## src/hdl/dsg_pkg.sv

```systemverilog
// Package of constants and types for the deserializer mode, GPIO and output control
package dsg_pkg;

  // ----------------------------------------------------------------
  // Register map
  // ----------------------------------------------------------------
  localparam logic [7:0] DSG_SSC_CTRL_ADDR  = 8'h02;
  localparam logic [7:0] DSG_STATUS_ADDR    = 8'h04;
  localparam logic [7:0] DSG_SSC_CTRL_RESET = 8'h00;
  localparam int         DSG_SSC_PROF_MSB   = 3;
  localparam logic [7:0] DSG_RDATA_NONE     = 8'h00;

  // ----------------------------------------------------------------
  // Widths
  // ----------------------------------------------------------------
  localparam int DSG_DATA_W  = 12;
  localparam int DSG_OUT_W   = 14;
  localparam int DSG_GPIO_N  = 4;
  localparam int DSG_LFSR_W  = 16;
  localparam logic [DSG_LFSR_W-1:0] DSG_LFSR_SEED = 16'hace1;
  localparam logic [DSG_LFSR_W-1:0] DSG_LFSR_TAPS = 16'hb400;

  // ----------------------------------------------------------------
  // Timing
  // ----------------------------------------------------------------
  localparam longint DSG_CLK_HZ       = 200000000;
  localparam longint DSG_GPIO_RATE_HZ = 66000;
  localparam int     DSG_GPIO_HOLD_CYC =
    int'((DSG_CLK_HZ + DSG_GPIO_RATE_HZ - 1) / DSG_GPIO_RATE_HZ);
  localparam int     DSG_HOLD_W = 12;
  localparam logic [DSG_HOLD_W-1:0] DSG_HOLD_LOAD = 12'(DSG_GPIO_HOLD_CYC - 1);
  localparam logic [DSG_HOLD_W-1:0] DSG_HOLD_ZERO = 12'h000;

  // ----------------------------------------------------------------
  // Strap codes from the mode resistor comparator
  // ----------------------------------------------------------------
  localparam logic [1:0] DSG_STRAP_0K  = 2'h0;
  localparam logic [1:0] DSG_STRAP_3K  = 2'h1;
  localparam logic [1:0] DSG_STRAP_11K = 2'h2;

  // ----------------------------------------------------------------
  // Modes and clock ratios
  // ----------------------------------------------------------------
  typedef enum logic [1:0] {
    DSG_MODE_12LF = 2'b00,
    DSG_MODE_12HF = 2'b01,
    DSG_MODE_10B  = 2'b10
  } dsg_mode_t;

  typedef enum logic [1:0] {
    DSG_RATIO_DIV1   = 2'b00,
    DSG_RATIO_DIV2   = 2'b01,
    DSG_RATIO_DIV1P5 = 2'b10
  } dsg_ratio_t;

  // Strap level to operating mode
  function automatic dsg_mode_t dsg_decode_strap(input logic [1:0] code);
    dsg_mode_t m;
    m = DSG_MODE_12LF;
    if (code == DSG_STRAP_3K) begin
      m = DSG_MODE_12HF;
    end else if (code == DSG_STRAP_11K) begin
      m = DSG_MODE_10B;
    end
    return m;
  endfunction

  // Mode to internal clock ratio
  function automatic dsg_ratio_t dsg_mode_ratio(input dsg_mode_t m);
    dsg_ratio_t r;
    r = DSG_RATIO_DIV1;
    if (m == DSG_MODE_10B) begin
      r = DSG_RATIO_DIV2;
    end else if (m == DSG_MODE_12HF) begin
      r = DSG_RATIO_DIV1P5;
    end
    return r;
  endfunction

endpackage

```

## src/hdl/dsg_ctrl.sv

```systemverilog
// Deserializer mode strap, GPIO routing, output strobe and power-down control
`timescale 1ns/1ps
module dsg_ctrl
  import dsg_pkg::*;
(
  input  wire logic                  clock_i,
  input  wire logic                  rst_b_i,
  input  wire logic                  powerdown_n_pin_i,
  input  wire logic [1:0]            mode_strap_resistor_i,
  input  wire logic                  ext_osc_mode_i,
  input  wire logic                  cdr_locked_i,
  input  wire logic                  pclk_i,
  input  wire logic [DSG_DATA_W-1:0] rx_data_i,
  input  wire logic                  rx_line_sync_i,
  input  wire logic                  rx_frame_sync_i,
  input  wire logic                  rx_strobe_edge_sel_i,
  input  wire logic                  stagger_en_i,
  input  wire logic [DSG_GPIO_N-1:0] gpio_fwd_sel_i,
  input  wire logic [DSG_GPIO_N-1:0] gpio_local_val_i,
  input  wire logic [DSG_GPIO_N-1:0] gpio_in_i,
  input  wire logic [7:0]            reg_addr_i,
  input  wire logic [7:0]            reg_wdata_i,
  input  wire logic                  reg_wr_i,
  input  wire logic                  reg_rd_i,
  output logic [7:0]                 reg_rdata_o,
  output logic [DSG_GPIO_N-1:0]      gpio_out_o,
  output logic [DSG_GPIO_N-1:0]      gpio_oe_n_o,
  output logic [DSG_GPIO_N-1:0]      link_gpio_o,
  output logic [DSG_DATA_W-1:0]      data_o,
  output logic                       line_sync_o,
  output logic                       frame_sync_o,
  output logic                       data_oe_n_o,
  output logic                       lock_o,
  output logic                       lock_oe_n_o,
  output logic                       link_enable_o,
  output logic [1:0]                 bc_mode_o,
  output logic                       bc_mode_send_o,
  output logic [1:0]                 clk_ratio_o,
  output logic [DSG_SSC_PROF_MSB:0]  ssc_profile_o
);

  // ----------------------------------------------------------------
  // State
  // ----------------------------------------------------------------
  typedef struct packed {
    // Pin samples for edge detection
    logic                                 pdb_q;
    logic                                 pclk_q;
    // Held mode, clock ratio and back-channel request
    logic                                 mode_valid;
    dsg_mode_t                            mode;
    dsg_ratio_t                           ratio;
    logic                                 bc_send;
    // Register file and read data
    logic [7:0]                           ssc;
    logic [7:0]                           rdata;
    // Lock indicator and staggered output word
    logic                                 lock;
    logic                                 lock_oe_n;
    logic [DSG_OUT_W-1:0]                 outw;
    logic [DSG_OUT_W-1:0]                 pend;
    logic                                 late;
    logic                                 data_oe_n;
    // GPIO drive, forwarding and rate limit
    logic [DSG_GPIO_N-1:0]                gpio_out;
    logic [DSG_GPIO_N-1:0]                gpio_oe_n;
    logic [DSG_GPIO_N-1:0]                link_gpio;
    logic [DSG_GPIO_N-1:0][DSG_HOLD_W-1:0] hold;
    // Link enable
    logic                                 link_en;
  } dsg_state_t;

  // Values at reset and, except ssc and pclk_q, through power-down
  localparam dsg_state_t DSG_STATE_RESET = '{
    pdb_q:      1'b0,
    pclk_q:     1'b0,
    mode_valid: 1'b0,
    mode:       DSG_MODE_12LF,
    ratio:      DSG_RATIO_DIV1,
    bc_send:    1'b0,
    ssc:        DSG_SSC_CTRL_RESET,
    rdata:      DSG_RDATA_NONE,
    lock:       1'b0,
    lock_oe_n:  1'b1,
    outw:       '0,
    pend:       '0,
    late:       1'b0,
    data_oe_n:  1'b1,
    gpio_out:   '0,
    gpio_oe_n:  '1,
    link_gpio:  '0,
    hold:       '0,
    link_en:    1'b0
  };

  // Internal nets
  dsg_state_t           st_r;
  dsg_state_t           st_nxt;
  logic [DSG_OUT_W-1:0] stagger_mask;
  logic                 lfsr_run;

  // Mask source runs only while powered
  assign lfsr_run = st_r.pdb_q;

  // ----------------------------------------------------------------
  // Random stagger mask source
  // ----------------------------------------------------------------
  dsg_stagger_lfsr u_lfsr (
    .clock_i (clock_i),
    .rst_b_i (rst_b_i),
    .run_i   (lfsr_run),
    .mask_o  (stagger_mask)
  );

  // ----------------------------------------------------------------
  // Local constants
  // ----------------------------------------------------------------
  // Pins two and three are lost to the oscillator
  localparam logic [DSG_GPIO_N-1:0] DSG_OSC_LOCAL_PINS = 4'hc;
  localparam logic [DSG_GPIO_N-1:0] DSG_NO_LOCAL_PINS  = 4'h0;
  // Rate-limit counter step and unused status bits
  localparam logic [DSG_HOLD_W-1:0] DSG_HOLD_STEP      = 12'h001;
  localparam logic [2:0]            DSG_STATUS_PAD     = 3'h0;

  // ----------------------------------------------------------------
  // Register decode
  // ----------------------------------------------------------------
  logic       ssc_hit;
  logic       status_hit;
  logic [7:0] status_word;

  // Address match for the two mapped registers
  assign ssc_hit    = reg_addr_i == DSG_SSC_CTRL_ADDR;
  assign status_hit = reg_addr_i == DSG_STATUS_ADDR;

  // Status layout: valid flag, mode, link and lock
  assign status_word = {DSG_STATUS_PAD, st_r.mode_valid, st_r.mode, st_r.link_en, st_r.lock};

  // ----------------------------------------------------------------
  // GPIO routing
  // ----------------------------------------------------------------
  logic [DSG_GPIO_N-1:0] local_pins;
  logic [DSG_GPIO_N-1:0] fwd_pins;

  // Oscillator mode claims pins two and three for local values
  assign local_pins = ext_osc_mode_i ? DSG_OSC_LOCAL_PINS : DSG_NO_LOCAL_PINS;
  // A pin forwards only when selected and not claimed
  assign fwd_pins   = gpio_fwd_sel_i & ~local_pins;

  // ----------------------------------------------------------------
  // Next state
  // ----------------------------------------------------------------
  always_comb begin
    logic                  pdb_rise;
    logic                  strobe;
    logic [DSG_OUT_W-1:0]  word;
    logic [DSG_OUT_W-1:0]  mask;
    pdb_rise   = 1'b0;
    strobe     = 1'b0;
    word       = '0;
    mask       = '0;
    st_nxt     = st_r;

    // Samples taken every cycle, send pulse dropped
    st_nxt.pdb_q   = powerdown_n_pin_i;
    st_nxt.pclk_q  = pclk_i;
    st_nxt.bc_send = 1'b0;
    pdb_rise       = powerdown_n_pin_i && !st_r.pdb_q;

    if (!powerdown_n_pin_i) begin
      // Power-down: everything released, link off, mode forgotten
      st_nxt           = DSG_STATE_RESET;
      st_nxt.pclk_q    = pclk_i;
      st_nxt.ssc       = st_r.ssc;
    end else begin
      st_nxt.link_en = 1'b1;

      // Strap sampled once at power-down exit and held
      if (pdb_rise) begin
        st_nxt.mode       = dsg_decode_strap(mode_strap_resistor_i);
        st_nxt.mode_valid = 1'b1;
        st_nxt.bc_send    = 1'b1;
      end

      // Register writes
      if (reg_wr_i && ssc_hit) begin
        st_nxt.ssc = reg_wdata_i;
      end

      // Register reads, unmapped reads return zero
      if (reg_rd_i) begin
        if (ssc_hit) begin
          st_nxt.rdata = st_r.ssc;
        end else if (status_hit) begin
          st_nxt.rdata = status_word;
        end else begin
          st_nxt.rdata = DSG_RDATA_NONE;
        end
      end

      // Lock indicator follows the recovered link
      st_nxt.lock      = cdr_locked_i && st_r.mode_valid;

      // Enables drive once powered
      st_nxt.lock_oe_n = 1'b0;
      st_nxt.data_oe_n = 1'b0;

      // Strobe edge select
      if (rx_strobe_edge_sel_i) begin
        strobe = pclk_i && !st_r.pclk_q;
      end else begin
        strobe = !pclk_i && st_r.pclk_q;
      end

      // Output word, driven low until locked
      word = {rx_frame_sync_i, rx_line_sync_i, rx_data_i};
      if (!st_r.lock) begin
        word = '0;
      end
      if (st_r.mode == DSG_MODE_10B) begin
        word[DSG_DATA_W-1:DSG_DATA_W-2] = 2'b00;
      end

      // Staggered update: masked bits land one cycle late
      mask = stagger_en_i ? stagger_mask : '0;
      if (strobe) begin
        st_nxt.outw = (word & ~mask) | (st_r.outw & mask);
        st_nxt.pend = word;
        st_nxt.late = 1'b1;
      end else if (st_r.late) begin
        st_nxt.outw = st_r.pend;
        st_nxt.late = 1'b0;
      end

      for (int i = 0; i < DSG_GPIO_N; i++) begin
        if (fwd_pins[i]) begin
          // Input pin forwarded with rate limit
          st_nxt.gpio_oe_n[i] = 1'b1;
          st_nxt.gpio_out[i]  = 1'b0;
          if (st_r.hold[i] != DSG_HOLD_ZERO) begin
            st_nxt.hold[i] = st_r.hold[i] - DSG_HOLD_STEP;
          end else if (gpio_in_i[i] != st_r.link_gpio[i]) begin
            st_nxt.link_gpio[i] = gpio_in_i[i];
            st_nxt.hold[i]      = DSG_HOLD_LOAD;
          end
        end else begin
          // Local register value driven on the pin
          st_nxt.gpio_oe_n[i] = 1'b0;
          st_nxt.gpio_out[i]  = gpio_local_val_i[i];
          st_nxt.link_gpio[i] = 1'b0;
          st_nxt.hold[i]      = DSG_HOLD_ZERO;
        end
      end
    end

    // Clock ratio registered alongside the mode it follows
    st_nxt.ratio = dsg_mode_ratio(st_nxt.mode);
  end

  // ----------------------------------------------------------------
  // State register
  // ----------------------------------------------------------------
  always_ff @(posedge clock_i) begin
    if (!rst_b_i) begin
      st_r <= DSG_STATE_RESET;
    end else begin
      st_r <= st_nxt;
    end
  end

  // ----------------------------------------------------------------
  // Outputs straight from the state register
  // ----------------------------------------------------------------
  // Data of the last register read
  assign reg_rdata_o    = st_r.rdata;

  // GPIO drive and link forwarding
  assign gpio_out_o     = st_r.gpio_out;
  assign gpio_oe_n_o    = st_r.gpio_oe_n;
  assign link_gpio_o    = st_r.link_gpio;

  // Output word split into data and syncs
  assign data_o         = st_r.outw[DSG_DATA_W-1:0];
  assign line_sync_o    = st_r.outw[DSG_DATA_W];
  assign frame_sync_o   = st_r.outw[DSG_DATA_W+1];

  // Output enables and link, released in power-down
  assign data_oe_n_o    = st_r.data_oe_n;
  assign lock_oe_n_o    = st_r.lock_oe_n;
  assign link_enable_o  = st_r.link_en;

  // Lock indicator
  assign lock_o         = st_r.lock;

  // Mode, back-channel request and clock ratio
  assign bc_mode_o      = st_r.mode;
  assign bc_mode_send_o = st_r.bc_send;
  assign clk_ratio_o    = st_r.ratio;

  // Spread-spectrum profile bits
  assign ssc_profile_o  = st_r.ssc[DSG_SSC_PROF_MSB:0];

endmodule // dsg_ctrl

```

## src/hdl/dsg_stagger_lfsr.sv

```systemverilog
// Pseudo-random mask generator for staggered output switching
`timescale 1ns/1ps
module dsg_stagger_lfsr
  import dsg_pkg::*;
(
  input  wire logic                  clock_i,
  input  wire logic                  rst_b_i,
  input  wire logic                  run_i,
  output logic [DSG_OUT_W-1:0]       mask_o
);

  typedef struct packed {
    logic [DSG_LFSR_W-1:0] lfsr;
  } dsg_lfsr_state_t;

  dsg_lfsr_state_t st_r;
  dsg_lfsr_state_t st_nxt;

  // Galois shift while running
  always_comb begin
    st_nxt = st_r;
    if (run_i) begin
      st_nxt.lfsr = {1'b0, st_r.lfsr[DSG_LFSR_W-1:1]};
      if (st_r.lfsr[0]) begin
        st_nxt.lfsr = st_nxt.lfsr ^ DSG_LFSR_TAPS;
      end
    end
  end

  // State register
  always_ff @(posedge clock_i) begin
    if (!rst_b_i) begin
      st_r <= '{lfsr: DSG_LFSR_SEED};
    end else begin
      st_r <= st_nxt;
    end
  end

  assign mask_o = st_r.lfsr[DSG_OUT_W-1:0];

endmodule // dsg_stagger_lfsr

```

## config.mk

```make
export PLATFORM = sky130hd
export DESIGN_NAME = dsg_ctrl
export DESIGN_NICKNAME = d
export VERILOG_FILES = /design/src/hdl/dsg_pkg.sv /design/src/hdl/dsg_ctrl.sv /design/src/hdl/dsg_stagger_lfsr.sv
export SDC_FILE = /design/constraint.sdc
export NUM_CORES = 1
export LEC_CHECK = 0
export BUFFER_PORTS_ARGS = -buffer_cell sky130_fd_sc_hd__buf_2
export CORE_MARGIN = 2
export CORE_UTILIZATION = 34
export CTS_CLUSTER_DIAMETER = 50
export DETAILED_ROUTE_END_ITERATION = 8
export GPL_ROUTABILITY_DRIVEN = 0
export GPL_TIMING_DRIVEN = 0
export SYNTH_ARGS = -nofsm -noshare
export SYNTH_HDL_FRONTEND = slang
export SYNTH_HIERARCHICAL = 1
export SYNTH_SLANG_ARGS = --single-unit
```

## constraint.sdc

```tcl
create_clock -name clock_i -period 2.75 [get_ports clock_i]
set_input_delay 0.4125 -clock clock_i [delete_from_list [all_inputs] [get_ports clock_i]]
set_output_delay 0.4125 -clock clock_i [all_outputs]
set_load 0.02 [all_outputs]
```

==> metrics.txt <==
# TYPE chip_impl_metric gauge
chip_impl_metric{name="grt_start_max_net_pins",unit=""} 17
chip_impl_metric{name="wl_per_cell",unit="um"} 14.47
chip_impl_metric{name="crit_cells",unit=""} 7
chip_impl_metric{name="cp_data_required_time",unit="ps"} 3070
chip_impl_metric{name="tightest_slew",unit="ps"} 1218
chip_impl_metric{name="synth_warnings",unit=""} 6
chip_impl_info{name="maxUsedRoutingLayer",value="met4"} 1
chip_impl_metric{name="h_tree_depth",unit=""} 4
chip_impl_metric{name="setup_viol",unit=""} 0
chip_impl_metric{name="detailroute.via_count",unit=""} 5263
chip_impl_info{name="yosys-top-cells-count",value="sky130_fd_sc_hd__dfxtp_1, sky130_fd_sc_hd__nand2_1, sky130_fd_sc_hd__buf_4"} 1
chip_impl_metric{name="hpwlAfterDp",unit="um"} 10900
chip_impl_metric{name="layout-drive-gt1-share",unit="%"} 26.74
chip_impl_metric{name="maximum_cell_stage_delay_along_the_critical_path",unit="ps"} 500
chip_impl_info{name="rsz_0062_raised_after_global_routing",value="false"} 1
chip_impl_metric{name="globalRouteOverflowTotal",unit=""} 0
chip_impl_metric{name="drt-met1-wl",unit="um"} 7476
chip_impl_metric{name="syn2layout_area_growth",unit="%"} 21.09
chip_impl_metric{name="wirelength",unit="um"} 15170
chip_impl_info{name="cp_cell_sequence",value="buf_2, clkbuf_1, nand2_1, nor3_1, clkbuf_1, a22oi_1, o32ai_1"} 1
chip_impl_metric{name="finalHoldViolCount",unit=""} 0
chip_impl_metric{name="ys_ff_latch",unit=""} 131
chip_impl_metric{name="fp.dieW",unit="um"} 139.6
chip_impl_metric{name="slew_headroom",unit="%"} 18.20
chip_impl_info{name="synth.top_cells.by_area",value="sky130_fd_sc_hd__dfxtp_1, sky130_fd_sc_hd__buf_4, sky130_fd_sc_hd__mux2i_1, sky130_fd_sc_hd__nand2_1, sky130_fd_sc_hd__a211oi_1"} 1
chip_impl_metric{name="netlist_area",unit="um2"} 6253
chip_impl_metric{name="remaining_drc_errors",unit=""} 0
chip_impl_metric{name="critical_path_peak_fanout",unit=""} 10
chip_impl_metric{name="die_h",unit="um"} 139.6
chip_impl_metric{name="pwr-share-clk",unit="%"} 41.0
chip_impl_metric{name="floorplan.rows",unit=""} 49
chip_impl_metric{name="drt_iter0_drc",unit=""} 338
chip_impl_metric{name="layout.area.seq",unit="um2"} 2623
chip_impl_info{name="synthFlopType",value="sky130_fd_sc_hd__dfxtp_1"} 1
chip_impl_metric{name="synthesis.area_per_instance",unit="um2"} 9.076
chip_impl_metric{name="hold_path_depth",unit=""} 3
chip_impl_metric{name="final_nets",unit=""} 868
chip_impl_metric{name="ff2ff_path_depth",unit=""} 5
chip_impl_metric{name="route.met3.wl",unit="um"} 726
chip_impl_metric{name="synth_cell_types",unit=""} 66
chip_impl_info{name="root_buffer",value="sky130_fd_sc_hd__clkbuf_16"} 1
chip_impl_info{name="crit_path_start_kind",value="input pin"} 1
chip_impl_metric{name="clock_latency_of_the_later_clocked_register_in_the_worst_skew_pair",unit="ps"} 420
chip_impl_info{name="tritoncts_clock_tree",value="done"} 1
chip_impl_metric{name="floorplan.io_pins",unit=""} 101
chip_impl_metric{name="timing.final.crit_share",unit="%"} 87.97
chip_impl_metric{name="cts_buffer_depth",unit=""} 2
chip_impl_metric{name="swShare",unit="%"} 28.28
chip_impl_metric{name="fin_crit",unit="ps"} 2419
chip_impl_metric{name="power.switching",unit="mW"} 1.432
chip_impl_metric{name="total_power",unit="mW"} 5.062
chip_impl_info{name="hold_path_class",value="in2reg"} 1
chip_impl_info{name="cp_top_family",value="buffers and inverters"} 1
chip_impl_info{name="setup.worst_path.class",value="in2reg"} 1
chip_impl_metric{name="critPathBufInv",unit=""} 3
chip_impl_metric{name="yosysSeqAreaShare",unit="%"} 41.94
chip_impl_metric{name="crit_arrival",unit="ps"} 2740
chip_impl_metric{name="placeableCoreArea",unit="um2"} 18020
chip_impl_metric{name="clock_skew",unit="ps"} 6.009
chip_impl_metric{name="synth-edff-count",unit=""} 0
chip_impl_info{name="worst_hold_path.endpoint",value="gpio_out_o[0]$_SDFF_PP0_"} 1
chip_impl_metric{name="finalCoreUtilization",unit="%"} 42.01
chip_impl_metric{name="floorplan.initialDensity",unit="%"} 34.69
chip_impl_metric{name="grt_use_total",unit="%"} 15.85
chip_impl_metric{name="layout.cell_area.non_filler",unit="um2"} 7572
chip_impl_metric{name="antenna_violating_nets_post_route",unit=""} 0
chip_impl_metric{name="die_area",unit="um2"} 19490
chip_impl_info{name="synth_largest_area_cell",value="sky130_fd_sc_hd__dfxtp_1"} 1
chip_impl_metric{name="cts_post_setup_buffers_inserted",unit=""} 0
chip_impl_metric{name="report.final.slew_viol_count",unit=""} 0
chip_impl_info{name="timing.critical_path.to_type",value="flip-flop"} 1
chip_impl_metric{name="placed_cell_area",unit="um2"} 7036
chip_impl_metric{name="postSynthNetCount",unit=""} 751
chip_impl_metric{name="avgViaCountPerCell",unit=""} 5.022
chip_impl_metric{name="vias_in_the_first_global_route",unit=""} 4959
chip_impl_metric{name="asyncSetResetFlopFracSynth",unit="%"} 0
chip_impl_metric{name="antenna_violations_before_repair",unit=""} 0
chip_impl_metric{name="share_comb_of_total_power",unit="%"} 18.9
chip_impl_metric{name="drt-pass1-iter-count",unit=""} 5
chip_impl_metric{name="power.density",unit="nW/um2"} 668.5
chip_impl_info{name="crit-reg2reg-launch",value="st_r[115]$_SDFF_PN0_"} 1
chip_impl_metric{name="number_of_buffers_added_by_the_clock_tree_synthesis_step",unit=""} 17
chip_impl_metric{name="power.share.sequential",unit="%"} 40.1
chip_impl_metric{name="grt_first_pass_wirelength",unit="um"} 24740
chip_impl_metric{name="finalHoldWorstSlack",unit="ps"} 205.3
chip_impl_metric{name="route.met2.wl",unit="um"} 6731
chip_impl_info{name="yosysMostFrequentCell",value="sky130_fd_sc_hd__dfxtp_1"} 1
chip_impl_info{name="outcome",value="completed"} 1
chip_impl_metric{name="ir_worst_vdd",unit="mV"} 0.4146
chip_impl_metric{name="port-buffer-count",unit=""} 99
chip_impl_info{name="critPathSlowestCell",value="sky130_fd_sc_hd__clkbuf_1"} 1
chip_impl_metric{name="number_of_sinks_handled_by_clock_tree_synthesis",unit=""} 131
chip_impl_metric{name="clk_transition_reported_paths",unit="ps"} 60
chip_impl_metric{name="cap_violations",unit=""} 0
chip_impl_metric{name="internal_power",unit="mW"} 3.630
chip_impl_metric{name="synth_cells",unit=""} 689
chip_impl_metric{name="multiInputGateArea",unit="um2"} 2952
chip_impl_metric{name="n_antenna_cell",unit=""} 0
chip_impl_info{name="worst_path_most_repeated_cell",value="sky130_fd_sc_hd__clkbuf_1"} 1
chip_impl_info{name="hold_path_startpoint",value="gpio_local_val_i[0]"} 1
chip_impl_metric{name="max_clock_freq",unit="MHz"} 413.4
chip_impl_metric{name="filler_cell_count",unit=""} 1812
chip_impl_metric{name="leakage_power_summed_over_all_cells",unit="nW"} 3.235
chip_impl_metric{name="regToRegSetupSlack",unit="ps"} 390
chip_impl_metric{name="synth_top_area_share",unit="%"} 41.94
==> cell type report <==
type / count / share of cell area, %
Sequential cell: 131 / 34.63
Clock buffer: 21 / 5.948
Timing Repair Buffer: 99 / 6.543
Tap cell: 229 / 3.784
Buffer: 86 / 7.518
Inverter: 29 / 1.438
Multi-Input combinational cell: 442 / 38.98
Clock inverter: 11 / 1.157
==> through the flow <==
step | cells | setup slack (ps) | TNS [ps]
floorplan | 689 | 710.6 | 0
global placement | 1017 | -430.0 | -6733
detailed placement | 1017 | -411.8 | -6136
CTS | 1049 | 24.43 | 0
global route | 1048 | 13.71 | 0
finish | 1048 | 330.9 | 0
==> power by group through the flow <==
stage / Clock, mW / Sequential (mW) / Combinational [mW]
global route: 2.21 / 2.04 / 1.06
global placement: 0 / 2.07 / 0.947
detailed placement: 0 / 2.07 / 0.949
CTS: 2.14 / 2.03 / 0.957
floorplan: 0 / 2.06 / 0.738
finish: 2.08 / 2.03 / 0.955
==> worst max-delay path by stage <==
stage	endpoint	slack (ps)	startpoint
CTS	flip-flop	20	rst_b_i
global route	flip-flop	10	rst_b_i
floorplan	ssc_profile_o[0]$_SDFFE_PN0P_	710	reg_addr_i[0]
detailed placement	flip-flop	-410	rst_b_i
finish	flip-flop	330	rst_b_i
global placement	flip-flop	-430	rst_b_i
==> logic make-up after synthesis <==
group	after synthesis	synth area share, %
multiplexers	27	4.342
AO/OA/AOI/OAI	162	18.27
buffers and inverters	116	10.86
flip-flops	131	41.94
adder cells (fa/ha/maj)	8	1.601
XOR/XNOR	12	1.681
AND/OR/NAND/NOR	233	21.31
==> tightest hold or removal path: cells and delay by family <==
kind	cells	cell delay, ps
buffers and inverters	2	130
and+or+nand+nor	1	30
==> what timing repair did <==
item / 4_1_cts / 5_1_grt
endpoints found under the setup margin: 0 / 19
hold buffers: 0 / 0
resized for setup: 0 / 4
==> per-layer routing <==
layer	vias to the layer above	GRT usage (%)
met1	2411	20.82
met2	112	24.85
met4	0	6.316
met5	-	0
met3	17	4.267
li1	2723	-
==> layout by cell type, fill, tap and decap left out, drive strengths merged, types with 4 or more instances in the layout <==
cell / instances
or4: 7
a211oi: 27
nor2b: 14
a311oi: 11
nor3b: 4
a31oi: 19
mux2i: 26
nor4b: 5
inv: 29
ha: 8
clkbuf: 47
a21oi: 37
nor2: 36
dfxtp: 131
nand3: 7
a22oi: 21
clkinv: 7
and3: 4
nor3: 23
or3: 13
o32ai: 14
or4b: 4
nand2b: 15
and2: 6
nand2: 66
or2: 6
buf: 159
o21ai: 11
xnor2: 11
nor4: 12
(Power assumes the default switching activity.)
